**src/hw/bstu_map.svh**
```systemverilog
/*
 * Register offsets, field positions, reset values and step constants of the
 * branch and soft-trap unit.
 * Assumes a 4 KiB APB window; offsets are byte addresses of aligned words.
 */
`ifndef BSTU_MAP_SVH
`define BSTU_MAP_SVH

`define BSTU_OFF_CMD 12'h000
`define BSTU_OFF_STATUS 12'h004
`define BSTU_OFF_CTRL 12'h008
`define BSTU_OFF_IP 12'h00c
`define BSTU_OFF_PSW 12'h010
`define BSTU_OFF_SSP 12'h014
`define BSTU_OFF_USP 12'h018
`define BSTU_OFF_TBR 12'h01c
`define BSTU_OFF_LINK 12'h020
`define BSTU_OFF_GPSRC 12'h024

`define BSTU_CMD_OP_LSB 0
`define BSTU_CMD_VEC_LSB 8
`define BSTU_CMD_OFF_LSB 16
`define BSTU_STAT_BUSY_BIT 0
`define BSTU_STAT_DONE_BIT 1
`define BSTU_CTRL_STEP_BIT 0

`define BSTU_PSW_NZVC_MSB 3
`define BSTU_PSW_I_BIT 4
`define BSTU_PSW_S_BIT 5
`define BSTU_PSW_ILM_LSB 16

`define BSTU_RST_IP 32'h0000_0000
`define BSTU_RST_PSW 32'h000f_0000
`define BSTU_RST_SSP 32'h0000_0000
`define BSTU_RST_USP 32'h0000_0000
`define BSTU_RST_TBR 32'h000f_fc00

`define BSTU_STACK_STEP 32'h0000_0004
`define BSTU_IP_STEP 32'h0000_0002
`define BSTU_VEC_TOP_OFF 32'h0000_03fc
`define BSTU_DEBUG_VEC_OFF 32'h0000_03d8
`define BSTU_DEBUG_ILM 5'h04
`define BSTU_TRAP_BASE_CYCLES 16'h0003

`endif

```
**src/hw/bstu_pkg.sv**
```systemverilog
/*
 * Types of the branch and soft-trap unit: operations, sequencer states and
 * the packed state records of both modules.
 * Assumes nothing beyond a SystemVerilog compiler.
 */
package bstu_pkg;

    typedef enum logic [2:0] {
        OP_NONE = 3'h0,
        OP_JUMP = 3'h1,
        OP_CALL_REL = 3'h2,
        OP_CALL_REG = 3'h3,
        OP_RETURN = 3'h4,
        OP_SOFT_TRAP = 3'h5,
        OP_DEBUG_TRAP = 3'h6
    } bstu_op_t;

    typedef enum logic [8:0] {
        ST_IDLE = 9'h001,
        ST_EX1 = 9'h002,
        ST_EX2 = 9'h004,
        ST_T1 = 9'h008,
        ST_WPS = 9'h010,
        ST_T2 = 9'h020,
        ST_WPC = 9'h040,
        ST_T3 = 9'h080,
        ST_WVEC = 9'h100
    } bstu_state_t;

    typedef struct packed {
        bstu_state_t st;
        bstu_op_t op;
        logic [31:0] ip;
        logic [31:0] psw;
        logic [31:0] system_stack_pointer;
        logic [31:0] usp;
        logic [31:0] vector_table_base;
        logic [31:0] link;
        logic [31:0] gpsrc;
        logic [7:0] vec;
        logic [10:0] boff;
        logic step;
        logic done;
        logic evt;
    } bstu_core_t;

    typedef struct packed {
        logic req;
        logic we;
        logic [31:0] addr;
        logic [31:0] wdata;
    } bstu_port_t;

endpackage : bstu_pkg

```
**src/hw/bstu_mem_if.sv**
```systemverilog
/*
 * Carrier between the sequencer and its data memory port: one access
 * request and its completion.
 * Assumes both ends run on the same clock.
 */
`timescale 1ns/10ps
`default_nettype none

interface bstu_mem_if;
    logic start;
    logic we;
    logic [31:0] addr;
    logic [31:0] wdata;
    logic done;
    logic [31:0] rdata;

    modport core (output start, output we, output addr, output wdata,
                  input done, input rdata);
    modport port (input start, input we, input addr, input wdata,
                  output done, output rdata);
endinterface : bstu_mem_if

`default_nettype wire

```
**src/hw/bstu_mem_port.sv**
```systemverilog
/*
 * Data memory port: turns a one-cycle start into a held request that ends
 * on the memory's acknowledge.
 * Assumes the memory runs on pclk and answers each request exactly once.
 */
`timescale 1ns/10ps
`default_nettype none
`include "bstu_map.svh"

module bstu_mem_port (
    input wire logic pclk, // core clock
    input wire logic presetn, // asynchronous reset, low
    bstu_mem_if.port mp, // sequencer side
    output logic mem_req, // access request, held to ack
    output logic mem_we, // write when high
    output logic [31:0] mem_addr, // byte address
    output logic [31:0] mem_wdata, // write data
    input wire logic [31:0] mem_rdata, // read data, valid with ack
    input wire logic mem_ack // access complete
);
    import bstu_pkg::*;

    localparam bstu_port_t PORT_RST = '{req: 1'b0, we: 1'b0, addr: 32'h0, wdata: 32'h0};

    bstu_port_t q;
    bstu_port_t d;

    always_comb begin
        d = q;
        if (q.req && mem_ack) begin
            d.req = 1'b0;
        end
        if (mp.start) begin
            d.req = 1'b1;
            d.we = mp.we;
            d.addr = mp.addr;
            d.wdata = mp.wdata;
        end
    end

    always_ff @(posedge pclk or negedge presetn) begin
        if (!presetn) begin
            q <= PORT_RST;
        end else begin
            q <= d;
        end
    end

    assign mp.done = q.req & mem_ack;
    assign mp.rdata = mem_rdata;
    assign mem_req = q.req;
    assign mem_we = q.we;
    assign mem_addr = q.addr;
    assign mem_wdata = q.wdata;

endmodule : bstu_mem_port

`default_nettype wire

```
**src/hw/bstu_branch_trap.sv**
```systemverilog
/*
 * Branch and soft-trap unit: non-delayed jump, calls and return, plus the
 * software trap and debug trap with stacking and vector fetch.
 * Assumes an APB master on pclk and a data memory on pclk behind mem_*.
 */
// Added by the designer: the register offsets and the APB slave port.
// Notes on behaviour
// - indirect jump loads ip from source register, two cycles, no slot
// - relative call: link gets ip+2, ip becomes ip+2+doubled signed offset
// - indirect call: link gets ip+2, ip from source register, two cycles
// - return copies link into ip in two cycles, no slot
// - jumps, calls and return leave N, Z, V, C untouched
// - trap pushes status at ssp-4, then ip+2 at ssp-8
// - software trap clears stack-select and interrupt-enable flags
// - software trap loads ip from base+3fc minus four times vector
// - both traps take three cycles plus three memory accesses
// - stacking always goes through the system stack pointer
// - debug trap stacks like software trap, keeps interrupt enable
// - debug trap sets interrupt level mask to four
// - debug trap loads ip from base+3d8, no slot
// - debug trap raises no step event while single-stepping
`timescale 1ns/10ps
`default_nettype none
`include "bstu_map.svh"

module bstu_branch_trap (
    input wire logic pclk, // core clock, 125 MHz
    input wire logic presetn, // asynchronous reset, low
    input wire logic psel, // apb select
    input wire logic penable, // apb access phase
    input wire logic pwrite, // apb write
    input wire logic [31:0] paddr, // apb byte address
    input wire logic [31:0] pwdata, // apb write data
    output logic [31:0] prdata, // apb read data
    output logic pready, // apb ready, always high
    output logic pslverr, // apb error on unmapped address
    output logic mem_req, // data memory request
    output logic mem_we, // data memory write
    output logic [31:0] mem_addr, // data memory address
    output logic [31:0] mem_wdata, // data memory write data
    input wire logic [31:0] mem_rdata, // data memory read data
    input wire logic mem_ack, // data memory access done
    output logic [31:0] stack_pointer, // active stack pointer
    output logic exception_event // step event pulse
);
    import bstu_pkg::*;

    localparam bstu_core_t CORE_RST = '{
        st: ST_IDLE, op: OP_NONE, ip: `BSTU_RST_IP, psw: `BSTU_RST_PSW,
        system_stack_pointer: `BSTU_RST_SSP, usp: `BSTU_RST_USP, vector_table_base: `BSTU_RST_TBR,
        link: 32'h0, gpsrc: 32'h0, vec: 8'h0, boff: 11'h0,
        step: 1'b0, done: 1'b0, evt: 1'b0};

    bstu_core_t q;
    bstu_core_t d;
    bstu_mem_if mif();

    logic [11:0] off;
    logic hit;
    logic wr_acc;
    logic idle;
    logic go;
    logic cmd_ok;
    bstu_op_t cmd_op;

    function automatic logic [31:0] rel_target(input logic [31:0] ip,
                                               input logic [10:0] boff);
        return ip + `BSTU_IP_STEP + {{20{boff[10]}}, boff, 1'b0};
    endfunction : rel_target

    function automatic logic [31:0] vec_target(input logic [31:0] vector_table_base,
                                               input bstu_op_t op,
                                               input logic [7:0] vec);
        if (op == OP_DEBUG_TRAP) begin
            return vector_table_base + `BSTU_DEBUG_VEC_OFF;
        end
        return vector_table_base + `BSTU_VEC_TOP_OFF - {22'h0, vec, 2'b00};
    endfunction : vec_target

    function automatic logic map_hit(input logic [11:0] a);
        case (a)
            `BSTU_OFF_CMD, `BSTU_OFF_STATUS, `BSTU_OFF_CTRL, `BSTU_OFF_IP,
            `BSTU_OFF_PSW, `BSTU_OFF_SSP, `BSTU_OFF_USP, `BSTU_OFF_TBR,
            `BSTU_OFF_LINK, `BSTU_OFF_GPSRC: return 1'b1;
            default: return 1'b0;
        endcase
    endfunction : map_hit

    assign off = paddr[11:0];
    assign hit = map_hit(off) && (paddr[31:12] == 20'h0);
    assign wr_acc = psel & penable & pwrite & hit;
    assign idle = (q.st == ST_IDLE);
    assign cmd_op = bstu_op_t'(pwdata[`BSTU_CMD_OP_LSB +: 3]);
    assign cmd_ok = cmd_op inside {OP_JUMP, OP_CALL_REL, OP_CALL_REG, OP_RETURN,
                                   OP_SOFT_TRAP, OP_DEBUG_TRAP};
    assign go = wr_acc && idle && (off == `BSTU_OFF_CMD) && cmd_ok;

    assign pready = 1'b1;
    assign pslverr = psel & penable & ~hit;

    always_comb begin
        prdata = 32'h0;
        if (psel && !pwrite && hit) begin
            case (off)
                `BSTU_OFF_STATUS: begin
                    prdata[`BSTU_STAT_BUSY_BIT] = ~idle;
                    prdata[`BSTU_STAT_DONE_BIT] = q.done;
                end
                `BSTU_OFF_CTRL: prdata[`BSTU_CTRL_STEP_BIT] = q.step;
                `BSTU_OFF_IP: prdata = q.ip;
                `BSTU_OFF_PSW: prdata = q.psw;
                `BSTU_OFF_SSP: prdata = q.system_stack_pointer;
                `BSTU_OFF_USP: prdata = q.usp;
                `BSTU_OFF_TBR: prdata = q.vector_table_base;
                `BSTU_OFF_LINK: prdata = q.link;
                `BSTU_OFF_GPSRC: prdata = q.gpsrc;
                default: prdata = 32'h0;
            endcase
        end
    end

    always_comb begin
        d = q;
        d.evt = 1'b0;
        mif.start = 1'b0;
        mif.we = 1'b0;
        mif.addr = 32'h0;
        mif.wdata = 32'h0;
        // step control may change at any time
        if (wr_acc && (off == `BSTU_OFF_CTRL)) begin
            d.step = pwdata[`BSTU_CTRL_STEP_BIT];
        end
        // architectural registers are frozen while an operation runs
        if (wr_acc && idle) begin
            case (off)
                `BSTU_OFF_IP: d.ip = pwdata;
                `BSTU_OFF_PSW: d.psw = pwdata;
                `BSTU_OFF_SSP: d.system_stack_pointer = pwdata;
                `BSTU_OFF_USP: d.usp = pwdata;
                `BSTU_OFF_TBR: d.vector_table_base = pwdata;
                `BSTU_OFF_LINK: d.link = pwdata;
                `BSTU_OFF_GPSRC: d.gpsrc = pwdata;
                default: ;
            endcase
        end
        if (go) begin
            d.op = cmd_op;
            d.vec = pwdata[`BSTU_CMD_VEC_LSB +: 8];
            d.boff = pwdata[`BSTU_CMD_OFF_LSB +: 11];
            d.done = 1'b0;
            if (cmd_op == OP_SOFT_TRAP || cmd_op == OP_DEBUG_TRAP) begin
                d.st = ST_T1;
            end else begin
                d.st = ST_EX1;
            end
        end
        case (q.st)
            ST_IDLE: ;
            ST_EX1: d.st = ST_EX2;
            ST_EX2: begin
                case (q.op)
                    OP_JUMP: d.ip = q.gpsrc;
                    OP_CALL_REL: begin
                        d.link = q.ip + `BSTU_IP_STEP;
                        d.ip = rel_target(q.ip, q.boff);
                    end
                    OP_CALL_REG: begin
                        d.link = q.ip + `BSTU_IP_STEP;
                        d.ip = q.gpsrc;
                    end
                    OP_RETURN: d.ip = q.link;
                    default: ;
                endcase
                d.st = ST_IDLE;
                d.done = 1'b1;
                d.evt = q.step;
            end
            ST_T1: begin
                d.system_stack_pointer = q.system_stack_pointer - `BSTU_STACK_STEP;
                mif.start = 1'b1;
                mif.we = 1'b1;
                mif.addr = q.system_stack_pointer - `BSTU_STACK_STEP;
                mif.wdata = q.psw;
                d.st = ST_WPS;
            end
            ST_WPS: begin
                if (mif.done) begin
                    d.st = ST_T2;
                end
            end
            ST_T2: begin
                d.system_stack_pointer = q.system_stack_pointer - `BSTU_STACK_STEP;
                mif.start = 1'b1;
                mif.we = 1'b1;
                mif.addr = q.system_stack_pointer - `BSTU_STACK_STEP;
                mif.wdata = q.ip + `BSTU_IP_STEP;
                d.st = ST_WPC;
            end
            ST_WPC: begin
                if (mif.done) begin
                    d.st = ST_T3;
                end
            end
            ST_T3: begin
                mif.start = 1'b1;
                mif.addr = vec_target(q.vector_table_base, q.op, q.vec);
                d.st = ST_WVEC;
            end
            ST_WVEC: begin
                if (mif.done) begin
                    d.ip = mif.rdata;
                    d.psw[`BSTU_PSW_S_BIT] = 1'b0;
                    if (q.op == OP_SOFT_TRAP) begin
                        d.psw[`BSTU_PSW_I_BIT] = 1'b0;
                    end else begin
                        d.psw[`BSTU_PSW_ILM_LSB +: 5] = `BSTU_DEBUG_ILM;
                    end
                    d.st = ST_IDLE;
                    d.done = 1'b1;
                    // no step event for debug trap
                    d.evt = q.step && (q.op != OP_DEBUG_TRAP);
                end
            end
            default: d.st = ST_IDLE;
        endcase
    end

    always_ff @(posedge pclk or negedge presetn) begin
        if (!presetn) begin
            q <= CORE_RST;
        end else begin
            q <= d;
        end
    end

    bstu_mem_port u_port (
        .pclk(pclk),
        .presetn(presetn),
        .mp(mif),
        .mem_req(mem_req),
        .mem_we(mem_we),
        .mem_addr(mem_addr),
        .mem_wdata(mem_wdata),
        .mem_rdata(mem_rdata),
        .mem_ack(mem_ack)
    );

    assign stack_pointer = q.psw[`BSTU_PSW_S_BIT] ? q.usp : q.system_stack_pointer;
    assign exception_event = q.evt;

    // cycle and memory-cycle counters for the trap timing check
    logic [15:0] cyc_q;
    logic [15:0] mcyc_q;

    always_ff @(posedge pclk or negedge presetn) begin
        if (!presetn) begin
            cyc_q <= 16'h0;
            mcyc_q <= 16'h0;
        end else if (go) begin
            cyc_q <= 16'h0;
            mcyc_q <= 16'h0;
        end else if (!idle) begin
            cyc_q <= cyc_q + 16'h1;
            if (mem_req) begin
                mcyc_q <= mcyc_q + 16'h1;
            end
        end
    end
endmodule : bstu_branch_trap

`default_nettype wire

```
**config.mk**
```make
export PLATFORM = sky130hd
export DESIGN_NAME = bstu_branch_trap
export DESIGN_NICKNAME = d
export VERILOG_FILES = /design/src/hw/bstu_pkg.sv /design/src/hw/bstu_mem_if.sv /design/src/hw/bstu_mem_port.sv /design/src/hw/bstu_branch_trap.sv
export VERILOG_INCLUDE_DIRS = /design/src /design/src/hw
export SDC_FILE = /design/constraint.sdc
export NUM_CORES = 1
export LEC_CHECK = 0
export ABC_AREA = 0
export BUFFER_PORTS_ARGS = -buffer_cell sky130_fd_sc_hd__buf_2
export CORE_MARGIN = 2
export CORE_UTILIZATION = 35
export DETAILED_ROUTE_END_ITERATION = 10
export GPL_TIMING_DRIVEN = 0
export PLACE_DENSITY = 0.55
export SETUP_SLACK_MARGIN = 0.3
export SKIP_CTS_REPAIR_TIMING = 1
export SLEW_MARGIN = 20
export SYNTH_ARGS = -nofsm -noshare
export SYNTH_HDL_FRONTEND = slang
export SYNTH_SLANG_ARGS = --single-unit
```
**constraint.sdc**
```tcl
create_clock -name pclk -period 7.7 [get_ports pclk]
set_input_delay 0.385 -clock pclk [delete_from_list [all_inputs] [get_ports pclk]]
set_output_delay 0.385 -clock pclk [all_outputs]
set_load 0.02 [all_outputs]
```
# After elaboration in Yosys (flattened, before gate mapping)

Cells that the tools add are included.

Flip-flop bits (word level): 324
Bits in latches: 0
Bits in writable memories: 0
Bits in read-only memories: 0
Input bits: 102
Output and inout bits: 133
Memories: 0

Add/sub/neg operators: 6
Multiply operators: 0
Divide/modulo/power cells: 0
$lt $le $gt $ge: 0
Equal/unequal tests: 31
Shifts and indexed selects: 0
Mux-type cells: 45
Bitwise operators: 7
Reduce and logical (&&, ||, !) cells: 27

Operators by type and width:

| kind                     | number |
|---|---|
| $mux W32                 | 15 |
| $mux W224                | 1 |
| $pmux W30 S7             | 1 |
| $pmux W32 S2             | 3 |
| $pmux W32 S3             | 1 |
| $pmux W9 S8              | 1 |
| $mux W66                 | 1 |
| $add A32 B10 Y32 const B | 2 |
| $eq A12 B5 Y1 const B    | 4 |
| $add A32 B2 Y32 const B  | 1 |
| $add A32 B32 Y32         | 1 |
| $sub A32 B10 Y32         | 1 |
| $sub A32 B3 Y32 const B  | 1 |
| $mux W9                  | 3 |
| $eq A12 B4 Y1 const B    | 2 |
| $eq A12 B6 Y1 const B    | 2 |
| $logic_not A20 Y1        | 1 |
| $eq A3 B3 Y1 const B     | 6 |
| $mux W5                  | 3 |
| $eq A12 B3 Y1 const B    | 1 |
| $eq A3 B2 Y1 const B     | 4 |
| $logic_not A12 Y1        | 1 |
| $mux W12                 | 1 |
| $reduce_and A2 Y1        | 5 |
| 27 further kinds         | 54 |

# Longest topological paths before layout

Depth after elaboration: 11
Gate-level depth with buffers: 17
Depth with buffers taken out: 17

# Cells and area by module

From an unflattened synthesis, not the netlist that was laid out.

Cells, all modules: 2446
Area total of the unflattened synthesis: 21958.6 um^2

By module, submodules not included:

| module           | instances | cells each | area each (um^2) |
|---|---|---|---|
| bstu_branch_trap | 1         | 2273       | 19104.6 |
| bstu_mem_port    | 1         | 173        | 2854.0 |

# Worst setup path before layout

No wires, ideal clock.

Path type: reg-to-reg
Start point: register q[220] (netlist name)
End point: register q[242] (netlist name)
Setup time: 84 ps
Arrival time: 3673 ps
Setup slack: 3943 ps
Cell stages (with the launch flop): 17
Path buffers: 0
Path through: dfrtp_1 -> and4_1 -> nand4_1 -> nor4_1 -> and2_1 -> nand2_1 -> nor2_1 -> nand2_1 -> xor2_1 -> inv_1 -> ha_1 -> nand2_1 -> or4b_2 -> o221ai_1 -> a31oi_1 -> xor2_1 -> o21ai_0

RTL lines:

| element                  | line                    | source |
|---|---|---|
| start: declaration       | bstu_branch_trap.sv:54  | `bstu_core_t q;` |
| start signal: assignment | bstu_branch_trap.sv:230 | `q <= CORE_RST;` |
| start signal: assignment | bstu_branch_trap.sv:232 | `q <= d;` |

==> impl_metrics.ini <==
[hold_path]
holdCritStartpoint = mem_ack
hp-class = in -> reg
hold_end = u_port.mem_req
whs_path_depth = 2

[synth]
synth_top_area_cell = dfrtp_1
synth_edf_count = 0
avgSynthCellArea_um2 = 9.097
synth_cells = 2305
synth_ff_type = dfrtp_1
synth.distinct_cells = 78
async_reset_ff_share_pct = 100.0
synth_area_leaders = dfrtp_1, mux2_2, ha_1
yosysSeqAreaShare_pct = 38.76
synth_nets = 2504
synth.top_cell.area_share_pct = 36.88
yosysWarnings = 0
ys_ff_latch = 324
synth_area_um2 = 20970

[worst_setup_path]
cpLargestDelayFamily = simple AND/OR/NAND/NOR gates
reg2reg_depth = 16
slowest_delay_ps = 680
critPathMaxFanout = 7
path_class = reg -> reg
start_kind = flop
crit_chain = and4_1 > nand4_1 > nor4_1 > and2_1 > nand2_1 > nor2_1 > nand2_1 > xor2_1 > inv_1 > ha_1 > nand2_1 > or4b_2 > o221ai_1 > a31oi_1 > xor2_1 > o21ai_0
crit_path_top_delay_cell = nor4_1
cp-end-kind = flop
crit-reg2reg-launch = q[220]
crit_top_cell = nand2_1
cp_num_buf_inv = 1
r2r-end = q[242]
worstPathArrival_ps = 5510
cp.required_ps = 8180
worst-r2r-setup-slack_ps = 2680

[global_route]
antenna_found_initial = 5
grt_max_degree = 87
grt_pass1_vias = 19940
grt_pass1_wl_um = 135300
grt_overflow = 0
grt_use_total_pct = 29.37

[clock_tree]
cts.root.buffer_cell = clkbuf_16
cts_max_level = 2
cts_buffer_depth = 3
clk_pin_slew_ps = 60
cts_buffers = 40
cts_tree = built
clock_latency_ps = 580
clkSinkCount = 324

[floorplanning]
io_pins = 235
fp.dieH_um = 248.8
rows = 89
core_um2 = 59130
initial_core_util_pct = 35.46
die_area_um2 = 61880
die_x_um = 248.8

[timing]
max_freq_mhz = 199.1
tns_ps = 0
slew_headroom_pct = 24.06
finalHoldViolations = 0
finalSetupViolCount = 0
clock_skew_ps = 13.49
worst_slack_ps = 2678
rsz0062_at_grt = no
holdWs_ps = 38.28
worstMarginPinSlew_ps = 1129
finalCritPeriodShare_pct = 65.23
period_minus_slack_ps = 5022
slew_violations = 0

[routing]
ant_nets = 0
first_pass_iters = 8
drc_errors = 0
routedWlPerCell_um = 27.77
vias = 20820
via_per_inst = 6.155
drt_iter0_drc = 2859
drt-total-wl_um = 93950

[final_layout]
syn_to_final_growth_pct = 17.43
fill_cells = 5910
final_area_um2 = 24620
final_layout_size_suffix_gt1_share_pct = 18.44
mostFrequentLayoutCells = dfrtp_1, nand2_1, buf_2
layout_commonest_cell = dfrtp_1
nets = 2782
final_core_util_pct = 41.64

[power]
power_switching_w = 0.0008969
p_per_area_nw_per_um2 = 158.8
combPwrFrac_pct = 3.0
p_sw_share_pct = 22.94
p_int_w = 0.003013
p_seq_share_pct = 43.6
clockPowerShare_pct = 53.4
ir_drop_uv = 145.6
leakage_nw = 11.58

[place]
dp_hpwl_um = 73940
placed_cell_area_um2 = 23200
gp_congestion = 0.9703
port_buffers = 232
post-place-ws_ps = 2753

[job]
max_cap_violations = 0

[run_status]
run_status = complete, no violations
==> per-stage QoR <==
step | power [W] | cells
after detailed placement | 0.001854 | 3313
after floorplan | 0.001743 | 2305
after CTS | 0.003932 | 3381
after global placement | 0.001847 | 3310
final | 0.003910 | 3383
after global routing | 0.004004 | 3382
==> power groups by stage <==
| stage | Sequential [W] | Clock, W | Combinational (W) |
|---|---|---|---|
| finish | 0.00170 | 0.00209 | 0.000119 |
| global route | 0.00170 | 0.00217 | 0.000127 |
| CTS | 0.00170 | 0.00211 | 0.000120 |
| detailed placement | 0.00173 | 0 | 0.000120 |
| global placement | 0.00173 | 0 | 0.000113 |
| floorplan | 0.00173 | 0 | 0.00000908 |
==> worst max path at each step <==
| stage | startpoint | to | cells after the start |
|---|---|---|---|
| after global placement | presetn | q[242] | 1 |
| after global routing | q[220] | q[242] | 16 |
| after CTS | q[220] | q[242] | 16 |
| after detailed placement | q[220] | q[242] | 16 |
| final | q[220] | q[242] | 16 |
| after floorplan | q[220] | q[242] | 16 |
==> final cells by class <==
class                   count  area (um^2)  share of cell area (%)
repair buffers            236         1264                   5.132
inverters                 105        394.1                   1.601
well taps                 773        967.2                   3.928
flip-flops and latches    324         8127                   33.00
multi-input cells        1744        11930                   48.47
clock buffers              54         1155                   4.690
diodes                      1        2.502                 0.01016
clock inverters            14        254.0                   1.032
plain buffers             132        526.8                   2.139
==> cells in the mapped netlist (15+ instances only) <==
cell,n
inv_1,105
a22oi_1,99
nor3_1,33
nand2_1,245
dfrtp_1,309
xor2_1,51
dfstp_2,15
mux2i_1,53
nand4_1,26
nor2_1,172
ha_1,96
a222oi_1,42
and3_1,17
o21ai_0,191
a21oi_1,145
a21o_1,29
a31oi_1,39
a22o_1,21
a221o_1,24
xnor2_1,71
mux2_2,134
nor2b_1,15
a221oi_1,24
nand2b_1,18
clkbuf_1,109
nand3_1,46
==> sequential cells by signal, indices dropped and copies added, names as in the netlist <==
register / cells
exception_event: 1
q: 257
u_port.mem_addr: 32
u_port.mem_req: 1
u_port.mem_wdata: 32
u_port.mem_we: 1
==> layer usage <==
| layer | track usage (%) | up-vias | routed length (um) |
|---|---|---|---|
| met5 | 0 | - | 7 |
| met4 | 10.81 | 2 | 3554 |
| met3 | 4.828 | 196 | 7879 |
| met2 | 45.95 | 1169 | 41620 |
| met1 | 40.82 | 10450 | 40890 |
| li1 | - | 9005 | - |
==> cells by family (layout without fill, tap and decap cells) <==
kind of cell / Yosys count / count (layout) / synth area share (%)
AND/OR/NAND/NOR: 645 / 645 / 14.32
adder cells (fa/ha/maj): 97 / 97 / 5.824
flip-flops: 324 / 324 / 38.76
buffers and inverters: 237 / 541 / 4.392
XOR/XNOR: 122 / 122 / 5.096
AO/OA/AOI/OAI: 688 / 688 / 21.65
other: 1 / 2 / 0.01788
multiplexers: 191 / 191 / 9.941
Power figures use the tool's default switching activity.
